**src/rtl/adc_seq_pkg.sv**
```systemverilog
// Constants shared by the converter sequencer control files
package adc_seq_pkg;

   // Register byte offsets on the register bus
   localparam int          ADDR_W     = 5;
   localparam logic [4:0]  OFF_CTRL   = 5'h00;
   localparam logic [4:0]  OFF_IRQ_EN = 5'h04;
   localparam logic [4:0]  OFF_DELAY  = 5'h08;
   localparam logic [4:0]  OFF_QUEUE  = 5'h0C;
   localparam logic [4:0]  OFF_FLAGS  = 5'h10;
   localparam logic [4:0]  OFF_RESULT = 5'h14;
   localparam logic [4:0]  OFF_STATE  = 5'h18;

   // Control register bits
   localparam int CTRL_PWR   = 0;
   localparam int CTRL_CIRC  = 1;
   localparam int CTRL_RJUST = 2;
   localparam int CTRL_ENH   = 3;
   localparam int CTRL_START = 8;
   localparam int CTRL_STOP  = 9;
   localparam int CTRL_ABORT = 10;
   localparam int CTRL_QCLR  = 11;

   // Event flag bits and their write-select bits
   localparam int FLAG_CONV  = 0;
   localparam int FLAG_SEQ   = 1;
   localparam int FLAG_FULL  = 2;
   localparam int FLAG_WCONV = 8;
   localparam int FLAG_WSEQ  = 9;

   // Queue entry layout
   localparam int CHAN_W     = 3;
   localparam int ENT_GAIN   = 3;
   localparam int ENT_W      = 4;

   // Widths and timing
   localparam int RES_W      = 10;
   localparam int DELAY_W    = 8;
   localparam int STOP_TICKS = 20;
   localparam int STOP_CW    = 5;
   localparam int RES_PAD    = 6;

   // Reset values
   localparam logic [DELAY_W-1:0] DELAY_RST = 8'h00;
   localparam logic [2:0]         IEN_RST   = 3'h0;

   // Bus responses
   localparam logic [1:0] RESP_OKAY   = 2'h0;
   localparam logic [1:0] RESP_SLVERR = 2'h2;

   typedef enum logic [1:0] {
      SEQ_IDLE,
      SEQ_DELAY,
      SEQ_CONV,
      SEQ_STOP
   } seq_state_e;

endpackage

```
**src/rtl/adc_sequencer_control.sv**
```systemverilog
// Converter sequencer control with register bus slave
//
// The implementer's own choices: register access over AXI4-Lite and the register offsets.
`timescale 1ns/1ps
module adc_sequencer_control #(
   parameter int DEPTH     = 8,
   parameter bit HIGH_GAIN = 1'b1,
   parameter int TICK_DIV  = 4
) (
   // Clock and reset
   input  wire logic                     aclk,
   input  wire logic                     aresetn,
   // Register bus write
   input  wire logic [adc_seq_pkg::ADDR_W-1:0] awaddr,
   input  wire logic                     awvalid,
   output logic                          awready,
   input  wire logic [31:0]              wdata,
   input  wire logic [3:0]               wstrb,
   input  wire logic                     wvalid,
   output logic                          wready,
   output logic [1:0]                    bresp,
   output logic                          bvalid,
   input  wire logic                     bready,
   // Register bus read
   input  wire logic [adc_seq_pkg::ADDR_W-1:0] araddr,
   input  wire logic                     arvalid,
   output logic                          arready,
   output logic [31:0]                   rdata,
   output logic [1:0]                    rresp,
   output logic                          rvalid,
   input  wire logic                     rready,
   // Converter core
   output logic                          adc_power_on,
   output logic                          adc_clk_en,
   output logic                          conv_start,
   output logic                          conv_abort,
   output logic [adc_seq_pkg::CHAN_W-1:0] conv_chan,
   output logic                          conv_gain,
   input  wire logic                     conv_done,
   input  wire logic [adc_seq_pkg::RES_W-1:0] conv_data,
   // Interrupt
   output logic                          irq
);

   localparam int IW = $clog2(DEPTH);
   localparam int EW = adc_seq_pkg::ENT_W;

   if (DEPTH < 2 || (1 << IW) != DEPTH) begin : g_chk
      $error("adc_sequencer_control: DEPTH must be a power of two");
   end

   typedef struct packed {
      adc_seq_pkg::seq_state_e      st;
      logic [DEPTH-1:0][EW-1:0]     q;
      logic [IW:0]                  cnt;
      logic [IW-1:0]                idx;
      logic                         launched;
      logic                         stop_pend;
      logic [adc_seq_pkg::DELAY_W-1:0] dly_cnt;
      logic [adc_seq_pkg::STOP_CW-1:0] stop_cnt;
      logic                         pwr;
      logic                         circ;
      logic                         rjust;
      logic                         enh;
      logic [2:0]                   ien;
      logic [adc_seq_pkg::DELAY_W-1:0] dly;
      logic                         f_conv;
      logic                         f_seq;
      logic [adc_seq_pkg::RES_W-1:0] res;
      logic                         conv_start;
      logic                         conv_abort;
      logic                         aw_got;
      logic                         w_got;
      logic [adc_seq_pkg::ADDR_W-1:0] awaddr;
      logic [31:0]                  wdata;
      logic [3:0]                   wstrb;
      logic                         bvalid;
      logic [1:0]                   bresp;
      logic                         rvalid;
      logic [1:0]                   rresp;
      logic [31:0]                  rdata;
   } ctl_s;

   ctl_s        s_q;
   ctl_s        s_d;
   logic        tick;
   logic        wr_go;
   logic [31:0] wmask;
   logic [31:0] wv;
   logic        start_cmd;
   logic        stop_cmd;
   logic        abort_cmd;
   logic        qclr_cmd;
   logic        push_cmd;
   logic        full;
   logic        busy;
   logic [15:0] res16;
   logic [2:0]  flags;

   ////////////////////////////////////////////////////////////////////////
   // Converter clock enable
   adc_tick_gen #(
      .DIV (TICK_DIV)
   ) u_tick (
      .aclk    (aclk),
      .aresetn (aresetn),
      .tick    (tick)
   );

   ////////////////////////////////////////////////////////////////////////
   // Write decode; commands only act on bytes that were strobed
   assign wr_go = s_q.aw_got && s_q.w_got && !s_q.bvalid;
   assign wmask = {{8{s_q.wstrb[3]}}, {8{s_q.wstrb[2]}},
                   {8{s_q.wstrb[1]}}, {8{s_q.wstrb[0]}}};
   assign wv    = s_q.wdata & wmask;
   assign start_cmd = wr_go && s_q.awaddr == adc_seq_pkg::OFF_CTRL
                      && wv[adc_seq_pkg::CTRL_START];
   assign stop_cmd  = wr_go && s_q.awaddr == adc_seq_pkg::OFF_CTRL
                      && wv[adc_seq_pkg::CTRL_STOP];
   assign abort_cmd = wr_go && s_q.awaddr == adc_seq_pkg::OFF_CTRL
                      && wv[adc_seq_pkg::CTRL_ABORT];
   assign qclr_cmd  = wr_go && s_q.awaddr == adc_seq_pkg::OFF_CTRL
                      && wv[adc_seq_pkg::CTRL_QCLR];
   assign push_cmd  = wr_go && s_q.awaddr == adc_seq_pkg::OFF_QUEUE
                      && s_q.wstrb[0];
   assign full  = s_q.cnt == (IW+1)'(DEPTH);
   assign busy  = s_q.st != adc_seq_pkg::SEQ_IDLE;
   assign flags = {full, s_q.f_seq, s_q.f_conv};

   // Alignment is applied at read time so a format change is seen at once
   always_comb begin
      if (s_q.rjust) begin
         res16 = {{adc_seq_pkg::RES_PAD{1'b0}}, s_q.res};
      end else begin
         res16 = {s_q.res, {adc_seq_pkg::RES_PAD{1'b0}}};
      end
   end

   ////////////////////////////////////////////////////////////////////////
   // Next state: bus slave, registers, queue, sequencer
   always_comb begin
      s_d = s_q;
      s_d.conv_start = 1'b0;
      s_d.conv_abort = 1'b0;

      // Address and data are latched independently, in either order
      if (awvalid && awready) begin
         s_d.aw_got = 1'b1;
         s_d.awaddr = awaddr;
      end
      if (wvalid && wready) begin
         s_d.w_got = 1'b1;
         s_d.wdata = wdata;
         s_d.wstrb = wstrb;
      end
      if (s_q.bvalid && bready) begin
         s_d.bvalid = 1'b0;
      end
      if (wr_go) begin
         s_d.aw_got = 1'b0;
         s_d.w_got  = 1'b0;
         s_d.bvalid = 1'b1;
         s_d.bresp  = adc_seq_pkg::RESP_OKAY;
         unique case (s_q.awaddr)
            adc_seq_pkg::OFF_CTRL: begin
               if (s_q.wstrb[0]) begin
                  s_d.pwr   = s_q.wdata[adc_seq_pkg::CTRL_PWR];
                  s_d.circ  = s_q.wdata[adc_seq_pkg::CTRL_CIRC];
                  s_d.rjust = s_q.wdata[adc_seq_pkg::CTRL_RJUST];
                  s_d.enh   = s_q.wdata[adc_seq_pkg::CTRL_ENH];
               end
            end
            adc_seq_pkg::OFF_IRQ_EN: begin
               if (s_q.wstrb[0]) begin
                  s_d.ien = s_q.wdata[2:0];
               end
            end
            adc_seq_pkg::OFF_DELAY: begin
               if (s_q.wstrb[0]) begin
                  s_d.dly = s_q.wdata[adc_seq_pkg::DELAY_W-1:0];
               end
            end
            adc_seq_pkg::OFF_FLAGS: begin
               if (wv[adc_seq_pkg::FLAG_WCONV]) begin
                  s_d.f_conv = s_q.wdata[adc_seq_pkg::FLAG_CONV];
               end
               if (wv[adc_seq_pkg::FLAG_WSEQ]) begin
                  s_d.f_seq = s_q.wdata[adc_seq_pkg::FLAG_SEQ];
               end
            end
            adc_seq_pkg::OFF_QUEUE, adc_seq_pkg::OFF_RESULT,
            adc_seq_pkg::OFF_STATE: begin
            end
            default: s_d.bresp = adc_seq_pkg::RESP_SLVERR;
         endcase
      end

      // Read: one word per request, answered at the next edge
      if (arvalid && arready) begin
         s_d.rvalid = 1'b1;
         s_d.rresp  = adc_seq_pkg::RESP_OKAY;
         s_d.rdata  = '0;
         unique case (araddr)
            adc_seq_pkg::OFF_CTRL:
               s_d.rdata[3:0] = {s_q.enh, s_q.rjust, s_q.circ, s_q.pwr};
            adc_seq_pkg::OFF_IRQ_EN: s_d.rdata[2:0] = s_q.ien;
            adc_seq_pkg::OFF_DELAY:
               s_d.rdata[adc_seq_pkg::DELAY_W-1:0] = s_q.dly;
            adc_seq_pkg::OFF_QUEUE: s_d.rdata[IW:0] = s_q.cnt;
            adc_seq_pkg::OFF_FLAGS: s_d.rdata[2:0] = flags;
            adc_seq_pkg::OFF_RESULT: s_d.rdata[15:0] = res16;
            adc_seq_pkg::OFF_STATE:
               s_d.rdata[IW+7:0] = {s_q.idx, 3'h0, s_q.st,
                                    s_q.stop_pend, s_q.launched, busy};
            default: s_d.rresp = adc_seq_pkg::RESP_SLVERR;
         endcase
      end else if (s_q.rvalid && rready) begin
         s_d.rvalid = 1'b0;
      end

      // Queue is only edited while idle; a push when full is dropped
      if (push_cmd && !busy && !full) begin
         s_d.q[s_q.cnt[IW-1:0]] = {HIGH_GAIN &&
            s_q.wdata[adc_seq_pkg::ENT_GAIN],
            s_q.wdata[adc_seq_pkg::CHAN_W-1:0]};
         s_d.cnt = s_q.cnt + (IW+1)'(1);
      end
      if (qclr_cmd && !busy) begin
         s_d.cnt = '0;
         s_d.idx = '0;
      end

      // Sequencer
      unique case (s_q.st)
         adc_seq_pkg::SEQ_IDLE: begin
            if (start_cmd && s_q.pwr && s_q.cnt != '0) begin
               s_d.idx       = '0;
               s_d.stop_pend = 1'b0;
               s_d.launched  = 1'b0;
               if (s_q.dly == '0) begin
                  s_d.st = adc_seq_pkg::SEQ_CONV;
               end else begin
                  s_d.dly_cnt = s_q.dly;
                  s_d.st      = adc_seq_pkg::SEQ_DELAY;
               end
            end
         end
         adc_seq_pkg::SEQ_DELAY: begin
            if (s_q.dly_cnt == adc_seq_pkg::DELAY_W'(1)) begin
               s_d.st = adc_seq_pkg::SEQ_CONV;
            end else begin
               s_d.dly_cnt = s_q.dly_cnt - adc_seq_pkg::DELAY_W'(1);
            end
         end
         adc_seq_pkg::SEQ_CONV: begin
            // Launches follow a converter clock enable by one cycle
            if (!s_q.launched && tick) begin
               s_d.conv_start = 1'b1;
               s_d.launched   = 1'b1;
            end else if (s_q.launched && conv_done) begin
               s_d.res      = conv_data;
               s_d.f_conv   = 1'b1;
               s_d.launched = 1'b0;
               if ({1'b0, s_q.idx} == s_q.cnt - (IW+1)'(1)) begin
                  s_d.f_seq = 1'b1;
                  s_d.idx   = '0;
                  if (!s_q.circ) begin
                     s_d.st = adc_seq_pkg::SEQ_IDLE;
                  end
               end else begin
                  s_d.idx = s_q.idx + IW'(1);
               end
               if (s_q.stop_pend) begin
                  s_d.st       = adc_seq_pkg::SEQ_STOP;
                  s_d.stop_cnt = '0;
                  s_d.stop_pend = 1'b0;
               end
            end
         end
         adc_seq_pkg::SEQ_STOP: begin
            // Stop completion is counted in converter clock enables
            if (tick) begin
               if (s_q.stop_cnt ==
                   adc_seq_pkg::STOP_CW'(adc_seq_pkg::STOP_TICKS - 1)) begin
                  s_d.st  = adc_seq_pkg::SEQ_IDLE;
                  s_d.idx = '0;
               end else begin
                  s_d.stop_cnt = s_q.stop_cnt + adc_seq_pkg::STOP_CW'(1);
               end
            end
         end
      endcase

      // Abort, power loss and a stop not deferred by enhanced mode override the step above
      if ((abort_cmd || !s_q.pwr || (stop_cmd &&
           !(s_q.enh && s_q.launched && !conv_done)))
          && (s_q.st == adc_seq_pkg::SEQ_DELAY
              || s_q.st == adc_seq_pkg::SEQ_CONV)) begin
         s_d.st         = adc_seq_pkg::SEQ_STOP;
         s_d.stop_cnt   = '0;
         s_d.conv_abort = s_q.launched && !conv_done;
         s_d.conv_start = 1'b0;
         s_d.launched   = 1'b0;
         s_d.stop_pend  = 1'b0;
      end else if (stop_cmd && s_q.enh && s_q.launched && !conv_done
                   && s_q.st == adc_seq_pkg::SEQ_CONV) begin
         s_d.stop_pend = 1'b1;
      end else if (stop_cmd && s_q.st == adc_seq_pkg::SEQ_IDLE) begin
         s_d.idx = '0;
      end
   end

   ////////////////////////////////////////////////////////////////////////
   // State register; reset powers down and clears enables and flags
   always_ff @(posedge aclk) begin
      if (!aresetn) begin
         s_q         <= '0;
         s_q.ien     <= adc_seq_pkg::IEN_RST;
         s_q.dly     <= adc_seq_pkg::DELAY_RST;
      end else begin
         s_q <= s_d;
      end
   end

   ////////////////////////////////////////////////////////////////////////
   // Outputs
   assign awready      = !s_q.aw_got && !s_q.bvalid;
   assign wready       = !s_q.w_got && !s_q.bvalid;
   assign bvalid       = s_q.bvalid;
   assign bresp        = s_q.bresp;
   assign arready      = !s_q.rvalid;
   assign rvalid       = s_q.rvalid;
   assign rresp        = s_q.rresp;
   assign rdata        = s_q.rdata;
   assign adc_power_on = s_q.pwr;
   assign adc_clk_en   = tick;
   assign conv_start   = s_q.conv_start;
   assign conv_abort   = s_q.conv_abort;
   assign conv_chan    = s_q.q[s_q.idx][adc_seq_pkg::CHAN_W-1:0];
   assign conv_gain    = s_q.q[s_q.idx][adc_seq_pkg::ENT_GAIN];
   assign irq          = |(flags & s_q.ien);

   ////////////////////////////////////////////////////////////////////////
   // Checks
   logic [adc_seq_pkg::STOP_CW:0] stop_ticks_h;

   // Counts converter enables seen in the stop state
   always_ff @(posedge aclk) begin
      if (!aresetn || s_q.st != adc_seq_pkg::SEQ_STOP) begin
         stop_ticks_h <= '0;
      end else if (tick) begin
         stop_ticks_h <= stop_ticks_h + (adc_seq_pkg::STOP_CW+1)'(1);
      end
   end

   a_reset_state: assert property (@(posedge aclk)
      !aresetn |=> (!adc_power_on && s_q.ien == '0 && s_q.dly == '0
                    && flags[1:0] == '0 && !busy))
      else $error("reset state wrong");

   a_start_refused: assert property (@(posedge aclk)
      disable iff (!aresetn)
      (!busy && start_cmd && (!s_q.pwr || s_q.cnt == '0)) |=> !busy)
      else $error("start taken while refused");

   a_delay_loaded: assert property (@(posedge aclk)
      disable iff (!aresetn)
      (!busy ##1 s_q.st == adc_seq_pkg::SEQ_DELAY)
      |-> s_q.dly_cnt == $past(s_q.dly) && $past(start_cmd))
      else $error("delay not loaded from start");

   a_no_redelay: assert property (@(posedge aclk)
      disable iff (!aresetn)
      s_q.st == adc_seq_pkg::SEQ_CONV
      |=> s_q.st != adc_seq_pkg::SEQ_DELAY)
      else $error("delay repeated inside sequence");

   a_stop_length: assert property (@(posedge aclk)
      disable iff (!aresetn)
      (s_q.st == adc_seq_pkg::SEQ_STOP ##1 !busy)
      |-> $past(stop_ticks_h) == adc_seq_pkg::STOP_TICKS - 1)
      else $error("stop length wrong");

   a_enh_defer: assert property (@(posedge aclk)
      disable iff (!aresetn)
      (stop_cmd && !abort_cmd && s_q.pwr && s_q.enh && s_q.launched
       && !conv_done && s_q.st == adc_seq_pkg::SEQ_CONV)
      |=> !conv_abort && s_q.st == adc_seq_pkg::SEQ_CONV && s_q.stop_pend)
      else $error("stop not deferred");

   a_result_format: assert property (@(posedge aclk)
      disable iff (!aresetn)
      (arvalid && arready && araddr == adc_seq_pkg::OFF_RESULT)
      |=> rvalid && rdata[15:0] == ($past(s_q.rjust)
          ? {6'h00, $past(s_q.res)} : {$past(s_q.res), 6'h00}))
      else $error("result alignment wrong");

   a_conv_flag: assert property (@(posedge aclk)
      disable iff (!aresetn)
      (s_q.st == adc_seq_pkg::SEQ_CONV && s_q.launched && conv_done)
      |=> s_q.f_conv && s_q.res == $past(conv_data))
      else $error("conversion flag not set");

   a_gain_lock: assert property (@(posedge aclk)
      disable iff (!aresetn)
      !HIGH_GAIN |-> !conv_gain)
      else $error("high gain on low gain variant");

endmodule // adc_sequencer_control

```
**src/rtl/adc_tick_gen.sv**
```systemverilog
// Converter clock enable divider on the main clock
`timescale 1ns/1ps
module adc_tick_gen #(
   parameter int DIV = 4
) (
   // Clock and reset
   input  wire logic aclk,
   input  wire logic aresetn,
   // Converter clock enable pulse
   output logic      tick
);

   localparam int CW = $clog2(DIV);

   typedef struct packed {
      logic [CW-1:0] cnt;
      logic          tick;
   } div_s;

   div_s s_q;
   div_s s_d;

   // A divide of one would leave no idle edge between ticks
   if (DIV < 2) begin : g_chk
      $error("adc_tick_gen: DIV must be at least 2");
   end

   ////////////////////////////////////////////////////////////////////////
   // Free-running count, one pulse per DIV cycles
   always_comb begin
      s_d = s_q;
      s_d.tick = 1'b0;
      if (s_q.cnt == CW'(DIV - 1)) begin
         s_d.cnt  = '0;
         s_d.tick = 1'b1;
      end else begin
         s_d.cnt = s_q.cnt + CW'(1);
      end
   end

   always_ff @(posedge aclk) begin
      if (!aresetn) begin
         s_q <= '0;
      end else begin
         s_q <= s_d;
      end
   end

   assign tick = s_q.tick;

endmodule // adc_tick_gen

```
**config.mk**
```make
export PLATFORM = sky130hd
export DESIGN_NAME = adc_sequencer_control
export DESIGN_NICKNAME = d
export VERILOG_FILES = /design/src/rtl/adc_seq_pkg.sv /design/src/rtl/adc_sequencer_control.sv /design/src/rtl/adc_tick_gen.sv
export SDC_FILE = /design/constraint.sdc
export NUM_CORES = 1
export LEC_CHECK = 0
export BUFFER_PORTS_ARGS = -buffer_cell sky130_fd_sc_hd__buf_2
export CORE_MARGIN = 2
export CORE_UTILIZATION = 45
export CTS_BUF_LIST = sky130_fd_sc_hd__clkbuf_8
export DETAILED_ROUTE_END_ITERATION = 10
export HOLD_SLACK_MARGIN = 0.06
export PLACE_DENSITY_LB_ADDON = 0.15
export SYNTH_ARGS = -nofsm -noshare
export SYNTH_HDL_FRONTEND = slang
export SYNTH_SLANG_ARGS = --single-unit
```
**constraint.sdc**
```tcl
create_clock -name aclk -period 4.1 [get_ports aclk]
set_clock_uncertainty 0.15 [all_clocks]
set_input_delay 0.615 -clock aclk [delete_from_list [all_inputs] [get_ports aclk]]
set_output_delay 0.615 -clock aclk [all_outputs]
set_load 0.1 [all_outputs]
```
==> results.ini, run 1 <==
[routing]
wirelength_um=16280
routedWlPerCell_um=16.99
drc=0
ant_nets=0
dr.pass1.iters=7
dr_total_vias=5392
viasPerCell=5.628
first_iter_violations=420

[sta]
setup_tns_ns=0
rsz0062_at_grt=false
hold_viol_final=0
max_freq_mhz=310.3
finalCriticalPeriod_ns=3.223
drv_slew=0
worst_pin_slew_ns=1.124
finalSetupViolCount=0
slew-limit-headroom_pct=24.39
fin_crit_sh_pct=78.61

[worst_setup_path]
cp-end-kind=output pin
worstRegToRegCells=7
critPathMaxStageDelay_ns=0.84
cp_slowest_cell=dfxtp_1
r2r_slack_ns=1.06
cp.arrival_ns=2.46
crit_chain=mux4_2 -> mux2_2 -> buf_2
worstPathRequired_ns=3.34
setup.worst_path.class=register to output pin
crit_fanout=13
rr_startpoint=s_q[128]
timing.rr.end=s_q[115]
worstSetupStartpointType=register

[die]
rows=43
die_area_um2=15290
die_x_um=123.7
core_um2=13930
start_util_pct=46.23
pin_count=114
dieHeight_um=123.7

[clocking]
cts_max_level=4
post_cts_buffers=0
cts_tree=yes
cts-resized-gates=0
clockBufferDepth=2
numCtsBuffers=17
clock_latency_ns=0.46
cts-root-buf=clkbuf_8
clk_pin_slew_worst_paths_ns=0.07
clock-sinks=129
hold_buffers=0

[power]
ir_drop_v=0.0002213
total_power_mw=3.343
power_density_nw_per_um2=468.8
leakagePower_nw=2.851

[logic_synthesis]
ys_warn_count=0
ys_ff_latch=129
synth_flop_cell=dfxtp_1
ys_top_cells_by_area=dfxtp_1 (40%), mux2i_1 (9.2%), nor2_1 (5.1%), nand2_1 (4.6%), buf_4 (4.2%)
synth_cells=728
async_flop_share_pct=0
ys_types=70
synth_top_cell_by_area=dfxtp_1
synth_edf_count=0
avgSynthCellArea_um2=8.849
synth.top_cell.area_share_pct=40.09
synth_area_um2=6442
seq_area_frac_synth_pct=40.09

[grt]
grt_pass1_wl_um=25880
antenna_found_initial=0
grt_remaining_overflow=0
grt_pass1_vias=4952
grt_max_degree=40
grt_usage_pct=22.30

[final_layout]
final_cell_mix=dfxtp_1 (129), nor2_1 (88), nand2_1 (79), buf_2 (73), mux2i_1 (59)
final_util_pct=51.16
drive_above_1_share_pct=18.25
final_common_cell=dfxtp_1
nFillCells=1314
syn_to_final_growth_pct=10.66
final_net_count=842
antenna_cells=0

[hold_path]
min_delay_worst_endpoint=rvalid
hold_start=rready
holdPathStages=2
hold_class=input port to register

[placed_design]
hpwl_um=11760
portBuffers=73
place_congestion=0.8758

[outcome]
status=finished clean

[job]
maxCapViolations=0

## flip-flops by register name (all words and copies together) (netlist names)
signal        cells
s_q             101
rdata            16
flags             2
u_tick.s_q        2
adc_power_on      1
bresp             1
bvalid            1
conv_abort        1
conv_start        1
rresp             1
rvalid            1
u_tick.tick       1
## synthesized netlist by cell type (5+ instances only)
cell / instances
ha_1: 13
a21oi_1: 48
mux4_2: 8
a31oi_1: 5
nor3_1: 10
dfxtp_1: 129
clkbuf_1: 34
nor2_1: 88
a32oi_1: 5
a221oi_1: 8
mux2_2: 8
buf_4: 36
mux2i_1: 59
xnor2_1: 10
nor4_1: 8
and2_1: 8
nor3b_1: 6
nand4_1: 6
a211oi_1: 5
nand3_1: 12
o21ai_0: 21
nand3b_1: 7
nand2_1: 79
inv_1: 24
and3_1: 6
## power breakdown
group,switching (mW),leakage [nW],internal (mW)
Combinational,0.530,1.59,0.245
Clock,0.524,0.220,0.659
Sequential,0.0736,1.05,1.31
Total,1.13,2.85,2.22
## per-stage QoR
step | hold WS (ns) | cells | worst slack [ns] | instance area (um2)
after detailed placement | 0.2758 | 926 | 1.114 | 6700
after CTS | 0.1796 | 958 | 0.8295 | 7129
after floorplan | 0.2573 | 745 | 0.3806 | 6506
after global placement | 0.2647 | 926 | 1.178 | 6700
after global routing | 0.1839 | 958 | 0.7587 | 7129
final | 0.1996 | 958 | 0.8769 | 7129
## how the worst max path moves through the flow
| stage | startpoint | end | slack [ns] | depth (start not counted) |
|---|---|---|---|---|
| finish | s_q[125] | conv_chan[1] | 0.88 | 3 |
| global route | s_q[125] | conv_chan[0] | 0.76 | 3 |
| CTS | s_q[125] | conv_gain | 0.83 | 3 |
| detailed placement | s_q[128] | s_q[115] | 1.11 | 7 |
| global placement | s_q[128] | s_q[115] | 1.18 | 7 |
| floorplan | s_q[128] | irq | 0.38 | 5 |
## metal layers
metal | vias to the layer above | global-route usage, % | part of all wire, %
met1 | 2595 | 31.38 | 47
met3 | 22 | 4.533 | 5.6
li1 | 2609 | - | -
met5 | - | 0 | 0
met2 | 166 | 33.41 | 46
met4 | 0 | 9.020 | 1.8
## cells by family after synthesis
| kind of cell | after synthesis | share of synthesized area [%] |
|---|---|---|
| simple gates | 270 | 21.17 |
| mux | 75 | 13.36 |
| other cells | 1 | 0.05821 |
| buf+inv | 99 | 7.904 |
| compound gates | 130 | 13.40 |
| flops | 129 | 40.09 |
| xor+xnor | 11 | 1.495 |
| fa+ha+maj | 13 | 2.525 |
## critical path, delay by kind of cell (launching register included)
| family | cells | cell delay [ns] |
|---|---|---|
| DFF | 1 | 0.84 |
| muxes | 2 | 0.86 |
| buffers and inverters | 1 | 0.29 |
## cell type report
cell class	count	area [um2]	area share, %
clock inverter	15	195.2	2.738
clock buffer	17	234.0	3.282
sequential	129	2582	36.22
inverter	24	90.09	1.264
timing repair buffer	76	387.9	5.441
tap	180	225.2	3.159
multi-input combinational	517	3415	47.89
No activity file was read; power rests on OpenSTA's default activity.
==> run 2, diff against run 1 <==
--- a/config.mk
+++ b/config.mk
@@ -5,6 +5,7 @@
 export SDC_FILE = /design/constraint.sdc
 export NUM_CORES = 1
 export LEC_CHECK = 0
+export ABC_AREA = 1
 export BUFFER_PORTS_ARGS = -buffer_cell sky130_fd_sc_hd__buf_2
 export CORE_MARGIN = 2
 export CORE_UTILIZATION = 45
==> constraint.sdc (replaced) <==
create_clock -name aclk -period 3.05 [get_ports aclk]
set_clock_uncertainty 0.15 [all_clocks]
set_input_delay 0.4575 -clock aclk [delete_from_list [all_inputs] [get_ports aclk]]
set_output_delay 0.4575 -clock aclk [all_outputs]
set_load 0.1 [all_outputs]
==> run 2 against run 1 <==
Effect of this change: power grew 19%; worst setup slack lost 0.59 ns; combinational power shrank 50%; worst hold slack lost 0.12 ns; cell area grew 1.4%; critical path depth grew 4; area after synthesis shrank 0.70%; wire length shrank 2.2%; synthesized cell count grew 24%; critical endpoint is now irq.
==> results.ini, run 2 <==
[outcome]
status=finished clean

[sta]
hold_viol_final=0  ; unchanged
slew-limit-headroom_pct=61.24  ; +37 points
max_freq_mhz=362.3
finalCriticalPeriod_ns=2.760
rsz0062_at_grt=false
worst_pin_slew_ns=0.5793  ; -0.5446 ns
drv_slew=0  ; unchanged
fin_crit_sh_pct=90.50
finalSetupViolCount=0  ; unchanged

[routing]
routedWlPerCell_um=13.90  ; -18%
dr.pass1.iters=5  ; -2
wirelength_um=15910  ; -2.2%
drc=0  ; unchanged
dr_total_vias=5799  ; +7.5%
viasPerCell=5.065  ; -10%
ant_nets=0  ; unchanged
first_iter_violations=425  ; +1.2%

[logic_synthesis]
synthTopCellsByCount=dfxtp_1 (129), nor2_1 (124), nand2_1 (122)
yosysMostFrequentCell=dfxtp_1
synth_area_um2=6397  ; -0.70%
ys_types=40  ; -43%
synth_cells=904  ; +24%
synth_top_cell_by_area=dfxtp_1
synth.top_cell.area_share_pct=40.37  ; +0.28 points
seq_area_frac_synth_pct=40.37  ; +0.28 points
avgSynthCellArea_um2=7.077  ; -20%
async_flop_share_pct=0  ; unchanged
ys_top_cells_by_area=dfxtp_1 (40%), o21ai_0 (8.7%), a21oi_1 (8.0%), nor2_1 (7.3%), nand2_1 (7.2%)
synth_edf_count=0  ; unchanged
ys_ff_latch=129  ; unchanged
ys_warn_count=0  ; unchanged
synth_flop_cell=dfxtp_1

[worst_setup_path]
crit_chain=inv_1 -> ha_1 -> nand3_1 -> inv_1 -> nand2_1 -> o211ai_1 -> buf_2
cp-end-kind=output pin
rr_startpoint=s_q[165]
crit_top_cell=inv_1
setup.worst_path.class=register to output pin
timing.rr.end=s_q[138]
cpLargestDelayFamily=buffers and inverters
crit_fanout=7  ; -6
worstRegToRegCells=9  ; +2
path_buf_inv=3  ; +2
worstPathRequired_ns=2.44  ; -0.90 ns
cp_slowest_cell=buf_2
worstSetupStartpointType=register
critPathMaxStageDelay_ns=0.48  ; -0.36 ns
cp.arrival_ns=2.15  ; -0.31 ns
r2r_slack_ns=0.60  ; -0.46 ns

[clocking]
clockBufferDepth=2  ; unchanged
clk_pin_slew_worst_paths_ns=0.07  ; about the same
cts_max_level=4  ; unchanged
clock_latency_ns=0.45  ; about the same
cts_tree=yes
cts-root-buf=clkbuf_8
clock-sinks=129  ; unchanged
numCtsBuffers=17  ; unchanged

[placed_design]
portBuffers=73  ; unchanged
place_congestion=0.9270  ; +5.8%
dp.cells=1111  ; +20%
hpwl_um=11630  ; -1.1%

[hold_path]
min_delay_worst_endpoint=s_q[87]
hold_class=input port to register
holdPathStages=3  ; +1
hold_start=conv_data[4]

[final_layout]
drive_above_1_share_pct=14.51  ; -3.7 points
final_cell_mix=dfxtp_1 (128), nand2_1 (122), nor2_1 (122), o21ai_0 (111), a21oi_1 (102)
antenna_cells=0  ; unchanged
final_common_cell=dfxtp_1
largest_reg_flops=101  ; unchanged
final_net_count=1029  ; +22%
syn_to_final_growth_pct=13.01
top_register=s_q
fin_cells=1145  ; +20%

[die]
core_um2=13880  ; -0.39%
dieHeight_um=123.2  ; -0.34%
die_area_um2=15190  ; -0.68%
die_x_um=123.2  ; -0.34%
start_util_pct=46.09  ; -0.15 points
rows=43  ; unchanged
pin_count=114  ; unchanged

[grt]
grt_pass1_vias=5130  ; +3.6%
grt_pass1_wl_um=25590  ; -1.1%
antenna_found_initial=0  ; unchanged
grt_usage_pct=21.84  ; -0.46 points
grt_remaining_overflow=0  ; unchanged
grt_max_degree=59  ; +48%

[power]
leakagePower_nw=3.053  ; +7.1%
total_power_mw=3.989  ; +19%
power_density_nw_per_um2=551.8  ; +18%
ir_drop_v=0.0003562  ; +61%

[job]
maxCapViolations=0  ; unchanged

[run 2: cell families after synthesis]
kind of cell / after synthesis / synth area share, %
adder cells (fa/ha/maj): 13 / 2.543
buffers and inverters: 172 / 12.63
flip-flops: 129 / 40.37
other: 1 / 0.05862
AO/OA/AOI/OAI: 256 / 20.89
multiplexers: 1 / 0.1565
AND/OR/NAND/NOR: 324 / 22.26
XOR/XNOR: 8 / 1.095
[run 2: layer usage]
layer  wire, um  part of all wire, %  global-route usage (%)
met1       7983                   50                   30.50
met3        854                  5.4                   5.351
met2       6808                   43                   32.62
met4        267                  1.7                   8.026
met5          0                    0                       0
[run 2: cell type report]
type	count	area, um2
Inverter	102	382.9
Timing Repair Buffer	82	460.4
Fill cell	1426	6651
Multi-Input combinational cell	620	3075
Sequential cell	129	2584
Clock inverter	12	226.5
Clock buffer	20	275.3
Tap cell	180	225.2
[run 2: how the worst max path moves through the flow]
stage / start / endpoint / depth (start not counted)
after floorplan: s_q[126] / conv_chan[2] / 8
after global placement: s_q[126] / conv_chan[0] / 7
after detailed placement: s_q[126] / conv_gain / 7
after CTS: s_q[126] / conv_gain / 7
after global routing: s_q[125] / conv_chan[0] / 8
final: s_q[128] / irq / 7
[run 2: power breakdown]
part / switching, mW / leakage, nW / internal [mW] / total [mW]
Combinational: 0.310 / 1.76 / 0.0785 / 0.388
Sequential: 0.0472 / 1.05 / 1.72 / 1.77
Clock: 0.705 / 0.246 / 1.12 / 1.83
Total: 1.06 / 3.05 / 2.93 / 3.99
[run 2: worst register-to-register path: stages (launching register included)]
cell and delay [ns]:
dfxtp_1 0.37, inv_1 0.16, ha_1 0.21, inv_2 0.07, nor3_2 0.22, nand3_2 0.21, nor2_4 0.38, nand2_1 0.26
o21ai_0 0.25, a21oi_1 0.06
[run 2: through the flow]
| step | cell area (um2) | setup slack [ns] | TNS (ns) | hold slack, ns | util, % |
|---|---|---|---|---|---|
| 2_1_floorplan | 6466 | -0.09200 | -0.3665 | 0.2584 | - |
| 3_3_place_gp | 6696 | 0.5392 | 0 | 0.2716 | 48.24 |
| 3_5_place_dp | 6696 | 0.5092 | 0 | 0.2721 | 48.24 |
| 4_1_cts | 7218 | 0.01347 | 0 | 0.06221 | 52.00 |
| 5_1_grt | 7229 | 0.08360 | 0 | 0.06096 | 52.08 |
| 6_report | 7229 | 0.2896 | 0 | 0.08259 | 52.08 |
[run 2: what timing repair did]
action                                 CTS  global route
buffers inserted                         0             0
setup endpoints to repair                0             4
gates resized for setup                  0             5
hold buffers                             2             0
endpoints found under the hold margin    2             0
==> run 3, diff against run 2 <==
--- a/config.mk
+++ b/config.mk
@@ -8,7 +8,7 @@
 export ABC_AREA = 1
 export BUFFER_PORTS_ARGS = -buffer_cell sky130_fd_sc_hd__buf_2
 export CORE_MARGIN = 2
-export CORE_UTILIZATION = 45
+export CORE_UTILIZATION = 40
 export CTS_BUF_LIST = sky130_fd_sc_hd__clkbuf_8
 export DETAILED_ROUTE_END_ITERATION = 10
 export HOLD_SLACK_MARGIN = 0.06
==> run 3 against run 2 <==
Effect of this change: critical path depth did not move; global-route usage fell by 1.8 points; via count fell by 1.1%; sequential share of layout area rose by 0.43 points; sequential cell count did not move; sequential power barely moved; worst setup slack got worse by 0.026 ns; wire length rose by 4.1%.
==> results.ini, run 3 (synthesis results as in run 2) <==
[clocking]
clock-sinks=129  ; unchanged
clockBufferDepth=2  ; unchanged
numCtsBuffers=17  ; unchanged
clock_latency_ns=0.44  ; about the same
cts_max_level=4  ; unchanged
cts_tree=yes
cts-root-buf=clkbuf_8
clk_pin_slew_worst_paths_ns=0.07  ; about the same
hold_buffers=0  ; -2

[routing]
viasPerCell=4.862  ; -4.0%
drc=0  ; unchanged
dr.pass1.iters=5  ; unchanged
first_iter_violations=314  ; -26%
ant_nets=0  ; unchanged
dr_total_vias=5737  ; -1.1%
routedWlPerCell_um=14.04  ; +1.0%
wirelength_um=16570  ; +4.1%

[worst_setup_path]
crit_chain=inv_1 -> ha_1 -> nand3_1 -> inv_1 -> nand2_1 -> o211ai_1 -> buf_2
worstSetupStartpointType=register
setup.worst_path.class=register to output pin
startpoint=s_q[128]
worstPathRequired_ns=2.44  ; about the same
cpLargestDelayFamily=buffers and inverters
cp.arrival_ns=2.18  ; +0.03 ns
cp_slowest_cell=buf_2
crit_fanout=7  ; unchanged
path_buf_inv=3  ; unchanged
r2r_slack_ns=0.69  ; +0.09 ns
critPathMaxStageDelay_ns=0.49  ; about the same
cp-end-kind=output pin
crit_top_cell=inv_1
rr_startpoint=s_q[165]

[job]
maxCapViolations=0  ; unchanged

[sta]
fin_crit_sh_pct=91.35  ; +0.85 points
rsz0062_at_grt=false
hold_viol_final=0  ; unchanged
worst_pin_slew_ns=0.6017  ; +0.02245 ns
finalCriticalPeriod_ns=2.786  ; +0.02580 ns
drv_slew=0  ; unchanged
setup_tns_ns=0  ; unchanged
slew-limit-headroom_pct=59.74  ; -1.5 points
finalSetupViolCount=0  ; unchanged
fin_ws_ns=0.2638  ; -0.02580 ns
hold_ws_ns=0.09003  ; +0.007442 ns
max_freq_mhz=358.9  ; -0.93%

[placed_design]
place_congestion=0.8556  ; -7.7%
place_area_um2=6751  ; +0.82%
portBuffers=73  ; unchanged
dp_slack_ns=0.5582  ; +0.04901 ns
hpwl_um=12160  ; +4.6%

[grt]
grt_remaining_overflow=0  ; unchanged
grt_pass1_wl_um=26190  ; +2.3%
grt_max_degree=44  ; -25%
antenna_found_initial=0  ; unchanged
met2_usage_pct=31.60  ; -1.0 points
grt_pass1_vias=5158  ; +0.55%
grt_usage_pct=20.00  ; -1.8 points
grt_busiest_layer=met2
use_met3_pct=4.520  ; -0.83 points
gr-usage-met1_pct=26.83  ; -3.7 points

[die]
start_util_pct=40.57  ; -5.5 points
pin_count=114  ; unchanged
die_x_um=130.5  ; +5.9%
dieHeight_um=130.5  ; +5.9%
core_um2=15770  ; +14%
rows=46  ; +7.0%
die_area_um2=17020  ; +12%

[final_layout]
syn_to_final_growth_pct=11.68
final_net_count=1030  ; +0.097%
antenna_cells=0  ; unchanged
largest_reg_flops=101  ; unchanged
final_cell_mix=dfxtp_1 (128), nand2_1 (122), nor2_1 (122), o21ai_0 (111), a21oi_1 (102)
top_register=s_q
drive_above_1_share_pct=14.21  ; -0.30 points
postLayoutCellArea_um2=7144  ; -1.2%
final_common_cell=dfxtp_1

[hold_path]
hold_class=input port to register
hold_start=conv_data[6]

[power]
power_density_nw_per_um2=501.7  ; -9.1%
ir_drop_v=0.0002678  ; -25%
total_power_mw=3.584  ; -10%
leakagePower_nw=3.018  ; -1.2%

[outcome]
status=finished clean

==> run 3: cell count changes in the layout (fill, tap and decap cells not counted) <==
| cell | change |
|---|---|
| inv_6 | -1 |
| clkinvlp_4 | -1 |
| clkbuf_8 | +1 |
| clkinv_2 | +1 |
| clkinv_4 | -2 |
| buf_12 | -1 |
| buf_4 | +4 |
| bufinv_16 | -4 |
| dlygate4sd3_1 | -2 |
| inv_1 | +4 |
==> run 3: metal layers <==
metal	routed length [um]	part of all wire, %
met5	0	0
met1	8164	49
met4	388	2.3
met2	7243	44
met3	770	4.6
==> run 3: power by group <==
group          switching (mW)  internal [mW]
combinational           0.312         0.0761
sequential             0.0481           1.72
clock                   0.635          0.789
==> run 3: layout make-up <==
| class | instances | area [um2] |
|---|---|---|
| clock buffer | 21 | 289.0 |
| clock inverter | 9 | 92.59 |
| fill | 1705 | 8626 |
| inverter | 102 | 382.9 |
| multi-input combinational | 620 | 3075 |
| sequential | 129 | 2584 |
| tap | 216 | 270.3 |
| timing repair buffer | 83 | 450.4 |
==> run 3: per-stage QoR <==
| stage | utilization (%) | instances |
|---|---|---|
| 3_5_place_dp | 42.81 | 1150 |
| 3_3_place_gp | 42.81 | 1150 |
| 5_1_grt | 45.30 | 1180 |
| 4_1_cts | 45.23 | 1180 |
| 2_1_floorplan | - | 921 |
| 6_report | 45.30 | 1180 |
==> run 3: path summary, 6_finish.rpt <==
check,to,cells past startpoint
setup / recovery,irq,7
hold / removal,s_q[89],3
setup reg to reg,s_q[115],8
hold reg to reg,u_tick.s_q[1],1
==> run 3: tightest hold or removal path, cell delays in order <==
cell	delay, ns
buf_2	0.08
nor2_1	0.03
nor2_1	0.08
==> run 3: what timing repair did <==
| item | CTS | global route |
|---|---|---|
| setup endpoints to repair | 0 | 4 |
| gates resized for setup | 0 | 5 |
| setup buffers | 0 | 0 |
